$ cat src/pkg/sbcsa_pkg.sv
// Purpose: Shared constants and types of the two-line serial bus block
// Assumes: Avalon-MM slave with 32-bit data, registers in the low byte
// Notes: Offsets are byte addresses of the bus

package sbcsa_pkg;

  // ==========================================================
  // Register map
  localparam int unsigned ADDR_W = 5;
  localparam logic [4:0] OFS_CTRL = 5'h00;
  localparam logic [4:0] OFS_SHIFT = 5'h04;
  localparam logic [4:0] OFS_ADDR = 5'h08;
  localparam logic [4:0] OFS_MODE = 5'h0C;
  localparam logic [4:0] OFS_STAT = 5'h10;

  // ==========================================================
  // Bus control flag bit positions
  localparam int POS_RELEASE_TRIG = 7;
  localparam int POS_COMMAND_TRIG = 6;
  localparam int POS_RELEASE_DET = 5;
  localparam int POS_COMMAND_DET = 4;
  localparam int POS_ACK_TRIG = 3;
  localparam int POS_ACK_AUTO = 2;
  localparam int POS_ACK_DET = 1;
  localparam int POS_BUSY_EN = 0;

  // ==========================================================
  // Mode and status bit positions
  localparam int POS_SER_EN = 7;
  localparam int POS_MATCH = 6;
  localparam int POS_WAKE = 5;
  localparam int POS_THREE_WIRE = 1;
  localparam int POS_LINE_B = 0;
  localparam int POS_IRQ = 0;
  localparam int POS_ACTIVE = 1;

  // ==========================================================
  // Reset values and counts
  localparam logic [5:0] FLAGS_RST = 6'h00;
  localparam logic [4:0] MODE_RST = 5'h00;
  localparam logic [3:0] LAST_BIT = 4'h7;

  typedef enum logic [1:0] {
    PH_IDLE = 2'b00,
    PH_SHIFT = 2'b01,
    PH_ACK9 = 2'b10,
    PH_DONE = 2'b11
  } sbcsa_phase_t;

  typedef struct packed {
    logic ack_trigger;
    logic ack_auto_enable;
    logic busy_signal_enable;
    logic release_detected;
    logic command_detected;
    logic ack_detected;
  } sbcsa_flags_t;

  typedef struct packed {
    logic serial_enable;
    logic address_match_flag;
    logic wake_on_address;
    logic three_wire;
    logic line_b;
  } sbcsa_mode_t;

  typedef struct packed {
    logic valid;
    logic [ADDR_W-1:0] addr;
    logic [7:0] data;
  } sbcsa_wr_t;

endpackage

$ cat src/logic/sbcsa_top.sv
// Purpose: Control, shift and own-address logic of a two-line serial bus
// Assumes: Serial clock comes from the bus master; pins are asynchronous
// Notes: Bus lines are open-drain, only ever pulled low by this block
//
// Design decisions made here: register access over Avalon-MM and the placing of the registers.

`timescale 1ns/1ps

// What this block does
// - Release trigger write sets the output latch; trigger reads back zero.
// - Command trigger write clears the output latch; trigger reads back zero.
// - Release flag sets on release; clears on start, disable, address miss.
// - Command flag sets on command; clears on start, release, disable.
// - Ack trigger after transfer drives ack on next clock, then clears.
// - Software cannot clear the ack trigger; only sent ack clears it.
// - Auto ack off gives no ack; on gives ack on ninth clock.
// - Auto ack enabled after transfer drives ack on the next clock.
// - Ack flag sets on low ack at rising clock; clears on start.
// - Busy enable drives busy after ack from a falling clock edge.
// - Clearing busy enable stops busy at the next falling clock edge.
// - Eight-bit shift register moves with serial clock; write starts transfer.
// - Transmit on output or bus line; receive from input or bus line.
// - Shifting stops after eight bits.
// - Shift register content is not touched by reset.
// - Own address register is write-only and not touched by reset.
// - Received byte compared with own address sets the match flag.
// - Release is data rising while clock high; next byte is address.
// - Command is data falling while clock high.
// - With wake on, done flag rises only on matching address.
// - With wake off, done flag rises on every ninth rising clock.
module sbcsa_top (
  // Clock and reset
  input wire logic ref_clk_i,
  input wire logic rstn_i,
  // Avalon-MM slave
  input wire logic [4:0] avs_address_i,
  input wire logic avs_read_i,
  input wire logic avs_write_i,
  input wire logic [31:0] avs_writedata_i,
  input wire logic [3:0] avs_byteenable_i,
  output logic [31:0] avs_readdata_o,
  output logic avs_waitrequest_o,
  // Serial pins
  input wire logic serial_clock_line_i,
  input wire logic serial_input_line_i,
  output logic serial_output_line_o,
  input wire logic bus_data_line_a_i,
  output logic bus_data_line_a_o,
  output logic bus_data_line_a_oe_o,
  input wire logic bus_data_line_b_i,
  output logic bus_data_line_b_o,
  output logic bus_data_line_b_oe_o
);

  // ==========================================================
  // Reset release and input synchronisers
  logic [1:0] rst_q;
  logic rstn;
  logic [2:0] scl_q;
  logic [2:0] da_q;
  logic [2:0] db_q;
  logic [1:0] si_q;

  always_ff @(posedge ref_clk_i or negedge rstn_i) begin
    if (!rstn_i) begin
      rst_q <= 2'h0;
    end else begin
      rst_q <= {rst_q[0], 1'b1};
    end
  end
  assign rstn = rst_q[1];

  always_ff @(posedge ref_clk_i or negedge rstn) begin
    if (!rstn) begin
      scl_q <= 3'h7;
      da_q <= 3'h7;
      db_q <= 3'h7;
      si_q <= 2'h3;
    end else begin
      scl_q <= {scl_q[1:0], serial_clock_line_i};
      da_q <= {da_q[1:0], bus_data_line_a_i};
      db_q <= {db_q[1:0], bus_data_line_b_i};
      si_q <= {si_q[0], serial_input_line_i};
    end
  end

  // ==========================================================
  // State
  sbcsa_pkg::sbcsa_flags_t fl, next_fl;
  sbcsa_pkg::sbcsa_mode_t md, next_md;
  sbcsa_pkg::sbcsa_phase_t ph, next_ph;
  sbcsa_pkg::sbcsa_wr_t wr;
  logic [3:0] cnt, next_cnt;
  logic so, next_so;
  logic ack_drv, next_ack_drv;
  logic ack_sent, next_ack_sent;
  logic busy_drv, next_busy_drv;
  logic irq, next_irq;
  logic oe_a, next_oe_a;
  logic oe_b, next_oe_b;
  logic [7:0] sh, next_sh;
  logic [7:0] own_addr, next_own_addr;
  logic wait_q, next_wait_q;
  logic [31:0] rdata, next_rdata;

  logic rise, fall, sda, sda_d, rx_bit;
  logic rel_cond, cmd_cond, start, byte_done, ninth, ack_end;
  logic match;

  // Edges come from the second and third stages only
  assign rise = scl_q[1] & ~scl_q[2];
  assign fall = ~scl_q[1] & scl_q[2];
  assign sda = md.line_b ? db_q[1] : da_q[1];
  assign sda_d = md.line_b ? db_q[2] : da_q[2];
  assign rx_bit = md.three_wire ? si_q[1] : sda;
  assign rel_cond = md.serial_enable & ~md.three_wire & scl_q[1] &
                    scl_q[2] & sda & ~sda_d;
  assign cmd_cond = md.serial_enable & ~md.three_wire & scl_q[1] &
                    scl_q[2] & ~sda & sda_d;

  // ==========================================================
  // Avalon slave: one wait cycle, then the answer
  always_comb begin
    next_wait_q = 1'b1;
    next_rdata = rdata;
    wr.valid = avs_write_i & ~wait_q & avs_byteenable_i[0];
    wr.addr = avs_address_i;
    wr.data = avs_writedata_i[7:0];
    if ((avs_read_i | avs_write_i) & wait_q) begin
      next_wait_q = 1'b0;
      next_rdata = 32'h0;
      if (avs_read_i) begin
        if (avs_address_i == sbcsa_pkg::OFS_CTRL) begin
          next_rdata[sbcsa_pkg::POS_RELEASE_DET] = fl.release_detected;
          next_rdata[sbcsa_pkg::POS_COMMAND_DET] = fl.command_detected;
          next_rdata[sbcsa_pkg::POS_ACK_AUTO] = fl.ack_auto_enable;
          next_rdata[sbcsa_pkg::POS_ACK_DET] = fl.ack_detected;
          next_rdata[sbcsa_pkg::POS_BUSY_EN] = fl.busy_signal_enable;
        end else if (avs_address_i == sbcsa_pkg::OFS_SHIFT) begin
          next_rdata[7:0] = sh;
        end else if (avs_address_i == sbcsa_pkg::OFS_MODE) begin
          next_rdata[sbcsa_pkg::POS_SER_EN] = md.serial_enable;
          next_rdata[sbcsa_pkg::POS_MATCH] = md.address_match_flag;
          next_rdata[sbcsa_pkg::POS_WAKE] = md.wake_on_address;
          next_rdata[sbcsa_pkg::POS_THREE_WIRE] = md.three_wire;
          next_rdata[sbcsa_pkg::POS_LINE_B] = md.line_b;
        end else if (avs_address_i == sbcsa_pkg::OFS_STAT) begin
          next_rdata[sbcsa_pkg::POS_IRQ] = irq;
          next_rdata[sbcsa_pkg::POS_ACTIVE] =
            (ph == sbcsa_pkg::PH_SHIFT) | (ph == sbcsa_pkg::PH_ACK9);
        end
      end
    end
  end

  always_ff @(posedge ref_clk_i or negedge rstn) begin
    if (!rstn) begin
      wait_q <= 1'b1;
      rdata <= 32'h0;
    end else begin
      wait_q <= next_wait_q;
      rdata <= next_rdata;
    end
  end

  // ==========================================================
  // Serial core
  always_comb begin
    next_fl = fl;
    next_md = md;
    next_ph = ph;
    next_cnt = cnt;
    next_so = so;
    next_ack_drv = ack_drv;
    next_ack_sent = ack_sent;
    next_busy_drv = busy_drv;
    next_irq = irq;
    next_sh = sh;
    next_own_addr = own_addr;
    byte_done = 1'b0;
    ninth = 1'b0;
    ack_end = 1'b0;
    start = 1'b0;
    match = 1'b0;
    if (!md.serial_enable) begin
      next_ph = sbcsa_pkg::PH_IDLE;
      next_cnt = 4'h0;
    end else begin
      case (ph)
        sbcsa_pkg::PH_SHIFT: begin
          if (fall) begin
            next_so = sh[7];
          end
          if (rise) begin
            next_sh = {sh[6:0], rx_bit};
            next_cnt = cnt + 4'h1;
            if (cnt == sbcsa_pkg::LAST_BIT) begin
              next_ph = sbcsa_pkg::PH_ACK9;
              byte_done = 1'b1;
            end
          end
        end
        sbcsa_pkg::PH_ACK9: begin
          if (fall) begin
            next_so = 1'b1;
            next_ack_drv = fl.ack_auto_enable;
          end
          if (rise) begin
            next_ph = sbcsa_pkg::PH_DONE;
            ninth = 1'b1;
          end
        end
        sbcsa_pkg::PH_DONE: begin
          if (fall) begin
            if (ack_drv) begin
              next_ack_drv = 1'b0;
              next_ack_sent = 1'b1;
              ack_end = 1'b1;
              next_busy_drv = fl.busy_signal_enable;
            end else if (!ack_sent &&
                         (fl.ack_trigger || fl.ack_auto_enable)) begin
              next_ack_drv = 1'b1;
            end else begin
              next_busy_drv = fl.busy_signal_enable;
            end
          end
        end
        default: begin
        end
      endcase
    end

    if (byte_done) begin
      match = (next_sh == own_addr);
      next_md.address_match_flag = match;
    end

    // Clears first, so that any set in the same cycle wins
    if (!md.serial_enable || (byte_done && fl.release_detected && !match)) begin
      next_fl.release_detected = 1'b0;
    end
    if (!md.serial_enable || rel_cond) begin
      next_fl.command_detected = 1'b0;
    end
    if (ack_end) begin
      next_fl.ack_trigger = 1'b0;
    end

    if (wr.valid) begin
      if (wr.addr == sbcsa_pkg::OFS_CTRL) begin
        if (wr.data[sbcsa_pkg::POS_RELEASE_TRIG]) begin
          next_so = 1'b1;
        end
        if (wr.data[sbcsa_pkg::POS_COMMAND_TRIG]) begin
          next_so = 1'b0;
        end
        if (wr.data[sbcsa_pkg::POS_ACK_TRIG]) begin
          next_fl.ack_trigger = 1'b1;
        end
        next_fl.ack_auto_enable = wr.data[sbcsa_pkg::POS_ACK_AUTO];
        next_fl.busy_signal_enable = wr.data[sbcsa_pkg::POS_BUSY_EN];
      end else if (wr.addr == sbcsa_pkg::OFS_SHIFT) begin
        next_sh = wr.data;
        start = md.serial_enable;
      end else if (wr.addr == sbcsa_pkg::OFS_ADDR) begin
        next_own_addr = wr.data;
      end else if (wr.addr == sbcsa_pkg::OFS_MODE) begin
        next_md.serial_enable = wr.data[sbcsa_pkg::POS_SER_EN];
        next_md.wake_on_address = wr.data[sbcsa_pkg::POS_WAKE];
        next_md.three_wire = wr.data[sbcsa_pkg::POS_THREE_WIRE];
        next_md.line_b = wr.data[sbcsa_pkg::POS_LINE_B];
      end else if (wr.addr == sbcsa_pkg::OFS_STAT) begin
        if (wr.data[sbcsa_pkg::POS_IRQ]) begin
          next_irq = 1'b0;
        end
      end
    end

    if (start) begin
      next_ph = sbcsa_pkg::PH_SHIFT;
      next_cnt = 4'h0;
      next_ack_drv = 1'b0;
      next_ack_sent = 1'b0;
      next_busy_drv = 1'b0;
      next_fl.release_detected = 1'b0;
      next_fl.command_detected = 1'b0;
      next_fl.ack_detected = 1'b0;
    end

    if (rel_cond) begin
      next_fl.release_detected = 1'b1;
    end
    if (cmd_cond) begin
      next_fl.command_detected = 1'b1;
    end
    if (rise && !sda && (ninth || (ph == sbcsa_pkg::PH_DONE && ack_drv))) begin
      next_fl.ack_detected = 1'b1;
    end
    // done flag on ninth rising edge
    if (ninth && (!md.wake_on_address ||
                  (fl.release_detected && md.address_match_flag))) begin
      next_irq = 1'b1;
    end

    // bus line pulled low by latch, ack or busy
    next_oe_a = next_md.serial_enable & ~next_md.three_wire &
                ~next_md.line_b & (~next_so | next_ack_drv | next_busy_drv);
    next_oe_b = next_md.serial_enable & ~next_md.three_wire &
                next_md.line_b & (~next_so | next_ack_drv | next_busy_drv);
  end

  always_ff @(posedge ref_clk_i or negedge rstn) begin
    if (!rstn) begin
      fl <= sbcsa_pkg::FLAGS_RST;
      md <= sbcsa_pkg::MODE_RST;
      ph <= sbcsa_pkg::PH_IDLE;
      cnt <= 4'h0;
      so <= 1'b1;
      ack_drv <= 1'b0;
      ack_sent <= 1'b0;
      busy_drv <= 1'b0;
      irq <= 1'b0;
      oe_a <= 1'b0;
      oe_b <= 1'b0;
    end else begin
      fl <= next_fl;
      md <= next_md;
      ph <= next_ph;
      cnt <= next_cnt;
      so <= next_so;
      ack_drv <= next_ack_drv;
      ack_sent <= next_ack_sent;
      busy_drv <= next_busy_drv;
      irq <= next_irq;
      oe_a <= next_oe_a;
      oe_b <= next_oe_b;
    end
  end

  // data kept across reset, as in standby
  always_ff @(posedge ref_clk_i) begin
    sh <= next_sh;
    own_addr <= next_own_addr;
  end

  assign avs_readdata_o = rdata;
  assign avs_waitrequest_o = wait_q;
  assign serial_output_line_o = so;
  assign bus_data_line_a_o = 1'b0;
  assign bus_data_line_b_o = 1'b0;
  assign bus_data_line_a_oe_o = oe_a;
  assign bus_data_line_b_oe_o = oe_b;

  // ==========================================================
  // Assertions
  logic ctrl_wr;
  assign ctrl_wr = wr.valid && wr.addr == sbcsa_pkg::OFS_CTRL;

  property p_release_trig;
    @(posedge ref_clk_i) disable iff (!rstn)
    ctrl_wr && wr.data[sbcsa_pkg::POS_RELEASE_TRIG] &&
    !wr.data[sbcsa_pkg::POS_COMMAND_TRIG] |=> so;
  endproperty
  a_release_trig: assert property (p_release_trig)
    else $error("release trigger did not set latch");

  property p_command_trig;
    @(posedge ref_clk_i) disable iff (!rstn)
    ctrl_wr && wr.data[sbcsa_pkg::POS_COMMAND_TRIG] |=> !so;
  endproperty
  a_command_trig: assert property (p_command_trig)
    else $error("command trigger did not clear latch");

  property p_release_set;
    @(posedge ref_clk_i) disable iff (!rstn)
    rel_cond |=> fl.release_detected && !fl.command_detected;
  endproperty
  a_release_set: assert property (p_release_set)
    else $error("release not flagged");

  property p_disable_clears;
    @(posedge ref_clk_i) disable iff (!rstn)
    !md.serial_enable |=> !fl.release_detected && !fl.command_detected;
  endproperty
  a_disable_clears: assert property (p_disable_clears)
    else $error("flags survive disable");

  property p_ack_trig_hold;
    @(posedge ref_clk_i) disable iff (!rstn)
    fl.ack_trigger && !ack_end |=> fl.ack_trigger;
  endproperty
  a_ack_trig_hold: assert property (p_ack_trig_hold)
    else $error("ack trigger lost without ack");

  property p_ack_ninth;
    @(posedge ref_clk_i) disable iff (!rstn)
    ph == sbcsa_pkg::PH_ACK9 && fall && md.serial_enable
    |=> ack_drv == $past(fl.ack_auto_enable);
  endproperty
  a_ack_ninth: assert property (p_ack_ninth)
    else $error("ninth clock ack wrong");

  property p_ack_pin;
    @(posedge ref_clk_i) disable iff (!rstn)
    ack_drv && md.serial_enable && !md.three_wire
    |-> (bus_data_line_a_oe_o || bus_data_line_b_oe_o);
  endproperty
  a_ack_pin: assert property (p_ack_pin)
    else $error("ack not driven on line");

  property p_busy_stop;
    @(posedge ref_clk_i) disable iff (!rstn)
    ph == sbcsa_pkg::PH_DONE && fall && !ack_drv &&
    !fl.busy_signal_enable |=> !busy_drv;
  endproperty
  a_busy_stop: assert property (p_busy_stop)
    else $error("busy not stopped at falling edge");

  property p_count_max;
    @(posedge ref_clk_i) disable iff (!rstn)
    cnt <= 4'h8;
  endproperty
  a_count_max: assert property (p_count_max)
    else $error("bit counter beyond eight");

  property p_start;
    @(posedge ref_clk_i) disable iff (!rstn)
    start |=> ph == sbcsa_pkg::PH_SHIFT && cnt == 4'h0 && !fl.ack_detected;
  endproperty
  a_start: assert property (p_start)
    else $error("write did not start transfer");

  property p_irq_nowake;
    @(posedge ref_clk_i) disable iff (!rstn)
    ninth && !md.wake_on_address |=> irq;
  endproperty
  a_irq_nowake: assert property (p_irq_nowake)
    else $error("done flag missing on ninth edge");

  property p_irq_wake;
    @(posedge ref_clk_i) disable iff (!rstn)
    !irq && ninth && md.wake_on_address && !md.address_match_flag
    |=> !irq;
  endproperty
  a_irq_wake: assert property (p_irq_wake)
    else $error("done flag set without address match");

  c_byte: cover property (@(posedge ref_clk_i) disable iff (!rstn) ninth);
  c_ack: cover property (@(posedge ref_clk_i) disable iff (!rstn) ack_end);
  c_rel: cover property (@(posedge ref_clk_i) disable iff (!rstn) rel_cond);
  c_busy: cover property (@(posedge ref_clk_i) disable iff (!rstn)
    busy_drv);

endmodule

$ cat config.mk
export PLATFORM = sky130hd
export DESIGN_NAME = sbcsa_top
export DESIGN_NICKNAME = d
export VERILOG_FILES = /design/src/pkg/sbcsa_pkg.sv /design/src/logic/sbcsa_top.sv
export SDC_FILE = /design/constraint.sdc
export NUM_CORES = 1
export LEC_CHECK = 0
export BUFFER_PORTS_ARGS = -buffer_cell sky130_fd_sc_hd__buf_2
export CAP_MARGIN = 20
export CORE_MARGIN = 2
export CORE_UTILIZATION = 54
export CTS_BUF_LIST = sky130_fd_sc_hd__clkbuf_4
export DETAILED_ROUTE_END_ITERATION = 6
export GPL_TIMING_DRIVEN = 0
export PLACE_DENSITY = 0.94
export SLEW_MARGIN = 20
export SYNTH_ARGS = -nofsm -noshare
export SYNTH_HDL_FRONTEND = slang
export SYNTH_SLANG_ARGS = --single-unit
$ cat constraint.sdc
create_clock -name ref_clk_i -period 1.7 [get_ports ref_clk_i]
set_clock_uncertainty 0.1 [all_clocks]
set_input_delay 0.34 -clock ref_clk_i [delete_from_list [all_inputs] [get_ports ref_clk_i]]
set_output_delay 0.34 -clock ref_clk_i [all_outputs]
set_load 0.01 [all_outputs]
==> flow_summary.yaml <==
status:
  status: "finished, violations left"
  violations: "setup timing"
clock_network:
  cts_buffers: 9
  clk_pin_slew_ps: 100
  cts.sinks: 62
  clock_path_buffers: 2
  clock-root-buffer: "clkbuf_4"
  htree_levels: 3
  worstSkewPairLatency_ps: 430
  cts_tree: "built"
grt:
  overflow: 0
  antenna_found_initial: 0
  grtUsageMet3_pct: 7.05
  grt_pass1_vias: 2338
  met1_usage_pct: 28.3
  grt_max_degree: 31
  grt_use_total_pct: 23.8
  grt.busiest_layer: "met2"
  grt_pass1_wl_um: 11100
  gr-usage-met2_pct: 38.6
route:
  viasPerCell: 5.74
  antenna_left: 0
  wire_per_inst_um: 17.5
  vias: 2619
  drt-pass1-iter-count: 5
  drtIter0Drc: 342
  routed_wl_um: 7990
  drc: 0
synthesis:
  synth_top_area_share_pct: 27.3
  syn_avg_cell_area_um2: 10.8
  synth_area_um2: 3030
  synthTopCellsByArea: "dfrtp_1 (27%), dfstp_2 (11%), edfxtp_1 (7.9%), buf_4 (6.4%), dfxtp_1 (5.3%)"
  synth_ff_type: "dfrtp_1"
  synth_top_cell_by_area: "dfrtp_1"
  synth.top_cells.by_count: "nand2_1 (34), dfrtp_1 (33), buf_4 (26)"
  synth-async-reset-ratio_pct: 74.2
  yosysWarnings: 0
  ys_seq_area_share_pct: 51.8
  yosysMostFrequentCell: "nand2_1"
  yosys_register_bits: 62
  synth_edf_count: 8
  netlist_instances: 281
  ys_types: 58
critical_path:
  critPathArrivalTime_ps: 2160
  crit_buf_inv: 0
  worstSetupPathType: "reg2reg"
  crit_path_cell_trace: "or3b_4, a2111oi_4, a2bb2oi_2, a221oi_4, nor3b_2"
  reg2reg_depth: 5
  worstSetupPathDepth: 5
  path_max_fanout: 2
  path_delay_family: "compound AO/OA/AOI/OAI gates"
  critPathSlowestCell: "dfstp_2"
  endpoint_kind: "flop"
  max_stage_delay_ps: 550
  required_ps: 1940
  startpoint_type: "flop"
final_layout:
  final_nets: 432
  fill_cells: 386
  final_util_pct: 71.7
  syn_to_final_growth_pct: 29.5
  drive_gt1_share_pct: 38.8
  diodes: 0
power_and_ir_drop:
  power.leakage_nw: 1.84
  power.density_nw_per_um2: 730
  ir_worst_vdd_uv: 539
die:
  initial_core_util_pct: 55.3
  die_y_um: 78.9
  die-area_um2: 6220
  row_count: 27
  die_w_um: 78.9
  coreArea_um2: 5470
  io-pin-count: 87
sta:
  hold_violations: 0
  period_needed_ps: 1910
  finalWorstSetupSlack_ps: -214
  tightest_slew_ps: 741
  setup_viol: 10
  slew_viol_final: 0
  max_slew_margin_pct: 50.2
  fin_crit_sh_pct: 113
  holdWs_ps: 40.9
  rsz0062_at_grt: "true"
  fmax_ghz: 0.522
place:
  post-dp-hpwl_um: 4950
  preCtsSetupSlack_ps: -378
  gp_congestion: 0.925
  io_buffer_count: 32
hold_path:
  min_delay_path_depth: 2
  hold_class: "in2reg"
job:
  max-cap-violations: 0
-- where the power goes --
group	internal [mW]	switching, mW	total, mW	leakage, nW
combinational	0.173	0.195	0.368	1.07
sequential	1.57	0.0673	1.64	0.704
clock	0.321	0.534	0.855	0.0641
-- cell usage in the layout (no fill, tap or decap), types with 5 or more instances in the layout --
cell and instances:
a21oi_1 8, a22oi_1 5, a31oi_1 10, buf_2 33
buf_4 43, buf_6 5, clkbuf_4 11, conb_1 27
dfrtp_1 30, dfstp_2 13, dfxtp_1 8, dlygate4sd3_1 7
edfxtp_1 8, mux2i_1 5, nand2_1 33, nand3_1 7
nand3b_1 5, nor2_1 19, o21ai_0 6, xnor2_1 5
xor2_1 6
-- path summary, 6_finish.rpt --
check	from	slack [ps]	to
worst min register to register	rst_q[1]	70	cnt[2]
min in group asynchronous	rst_q[1]	70	cnt[2]
worst max-delay path	scl_q[2]	-210	bus_data_line_a_oe_o
worst max register to register	scl_q[2]	-210	bus_data_line_a_oe_o
max in group asynchronous	rst_q[1]	870	si_q[1]
worst min-delay path	avs_writedata_i[6]	40	serial_output_line_o
-- cells by family after synthesis --
kind of cell,Yosys count,synth area share (%)
simple gates,101,18.5
flops,62,51.8
compound gates,54,13.0
buf+inv,36,7.77
xor+xnor,11,3.18
mux,11,3.88
fa+ha+maj,4,1.65
other cells,2,0.248
-- layer usage --
metal	wire (µm)	vias to the layer above
li1	-	1144
met1	3030	1229
met2	3880	195
met3	701	51
met4	373	0
met5	0	-
-- final cells by class --
type,instances,area [µm²],share of cell area [%]
plain buffers,31,234,5.97
clock buffers,11,82.6,2.11
clock inverters,5,26.3,0.670
inverters,5,18.8,0.479
multi-input cells,208,1460,37.1
flip-flops and latches,62,1570,40.1
well taps,72,90.1,2.30
repair buffers,62,443,11.3
-- registers in the layout, indices dropped and copies added (netlist names), 4 cells and up --
| signal | count |
|---|---|
| md | 5 |
| sh | 8 |
| avs_readdata_o | 8 |
| own_addr | 8 |
| fl | 6 |
| cnt | 4 |
-- timing repair --
item	4_1_cts	5_1_grt
resized for setup	9	23
hold endpoints to repair	8	0
gates cloned	0	0
setup buffers	6	17
hold buffers	7	0
endpoints found under the setup margin	29	32
pin swaps	8	12
-- metrics by stage --
| step | area, µm² | total power, mW | instances | TNS, ps |
|---|---|---|---|---|
| 2_1_floorplan | 3170 | 1.86 | 306 | -474 |
| 3_3_place_gp | 3420 | 1.95 | 410 | -11400 |
| 3_5_place_dp | 3440 | 1.97 | 411 | -7900 |
| 4_1_cts | 3700 | 2.84 | 439 | -711 |
| 5_1_grt | 3920 | 2.97 | 456 | -1670 |
| 6_report | 3920 | 2.86 | 456 | -931 |
Power figures use the tool's default switching activity.
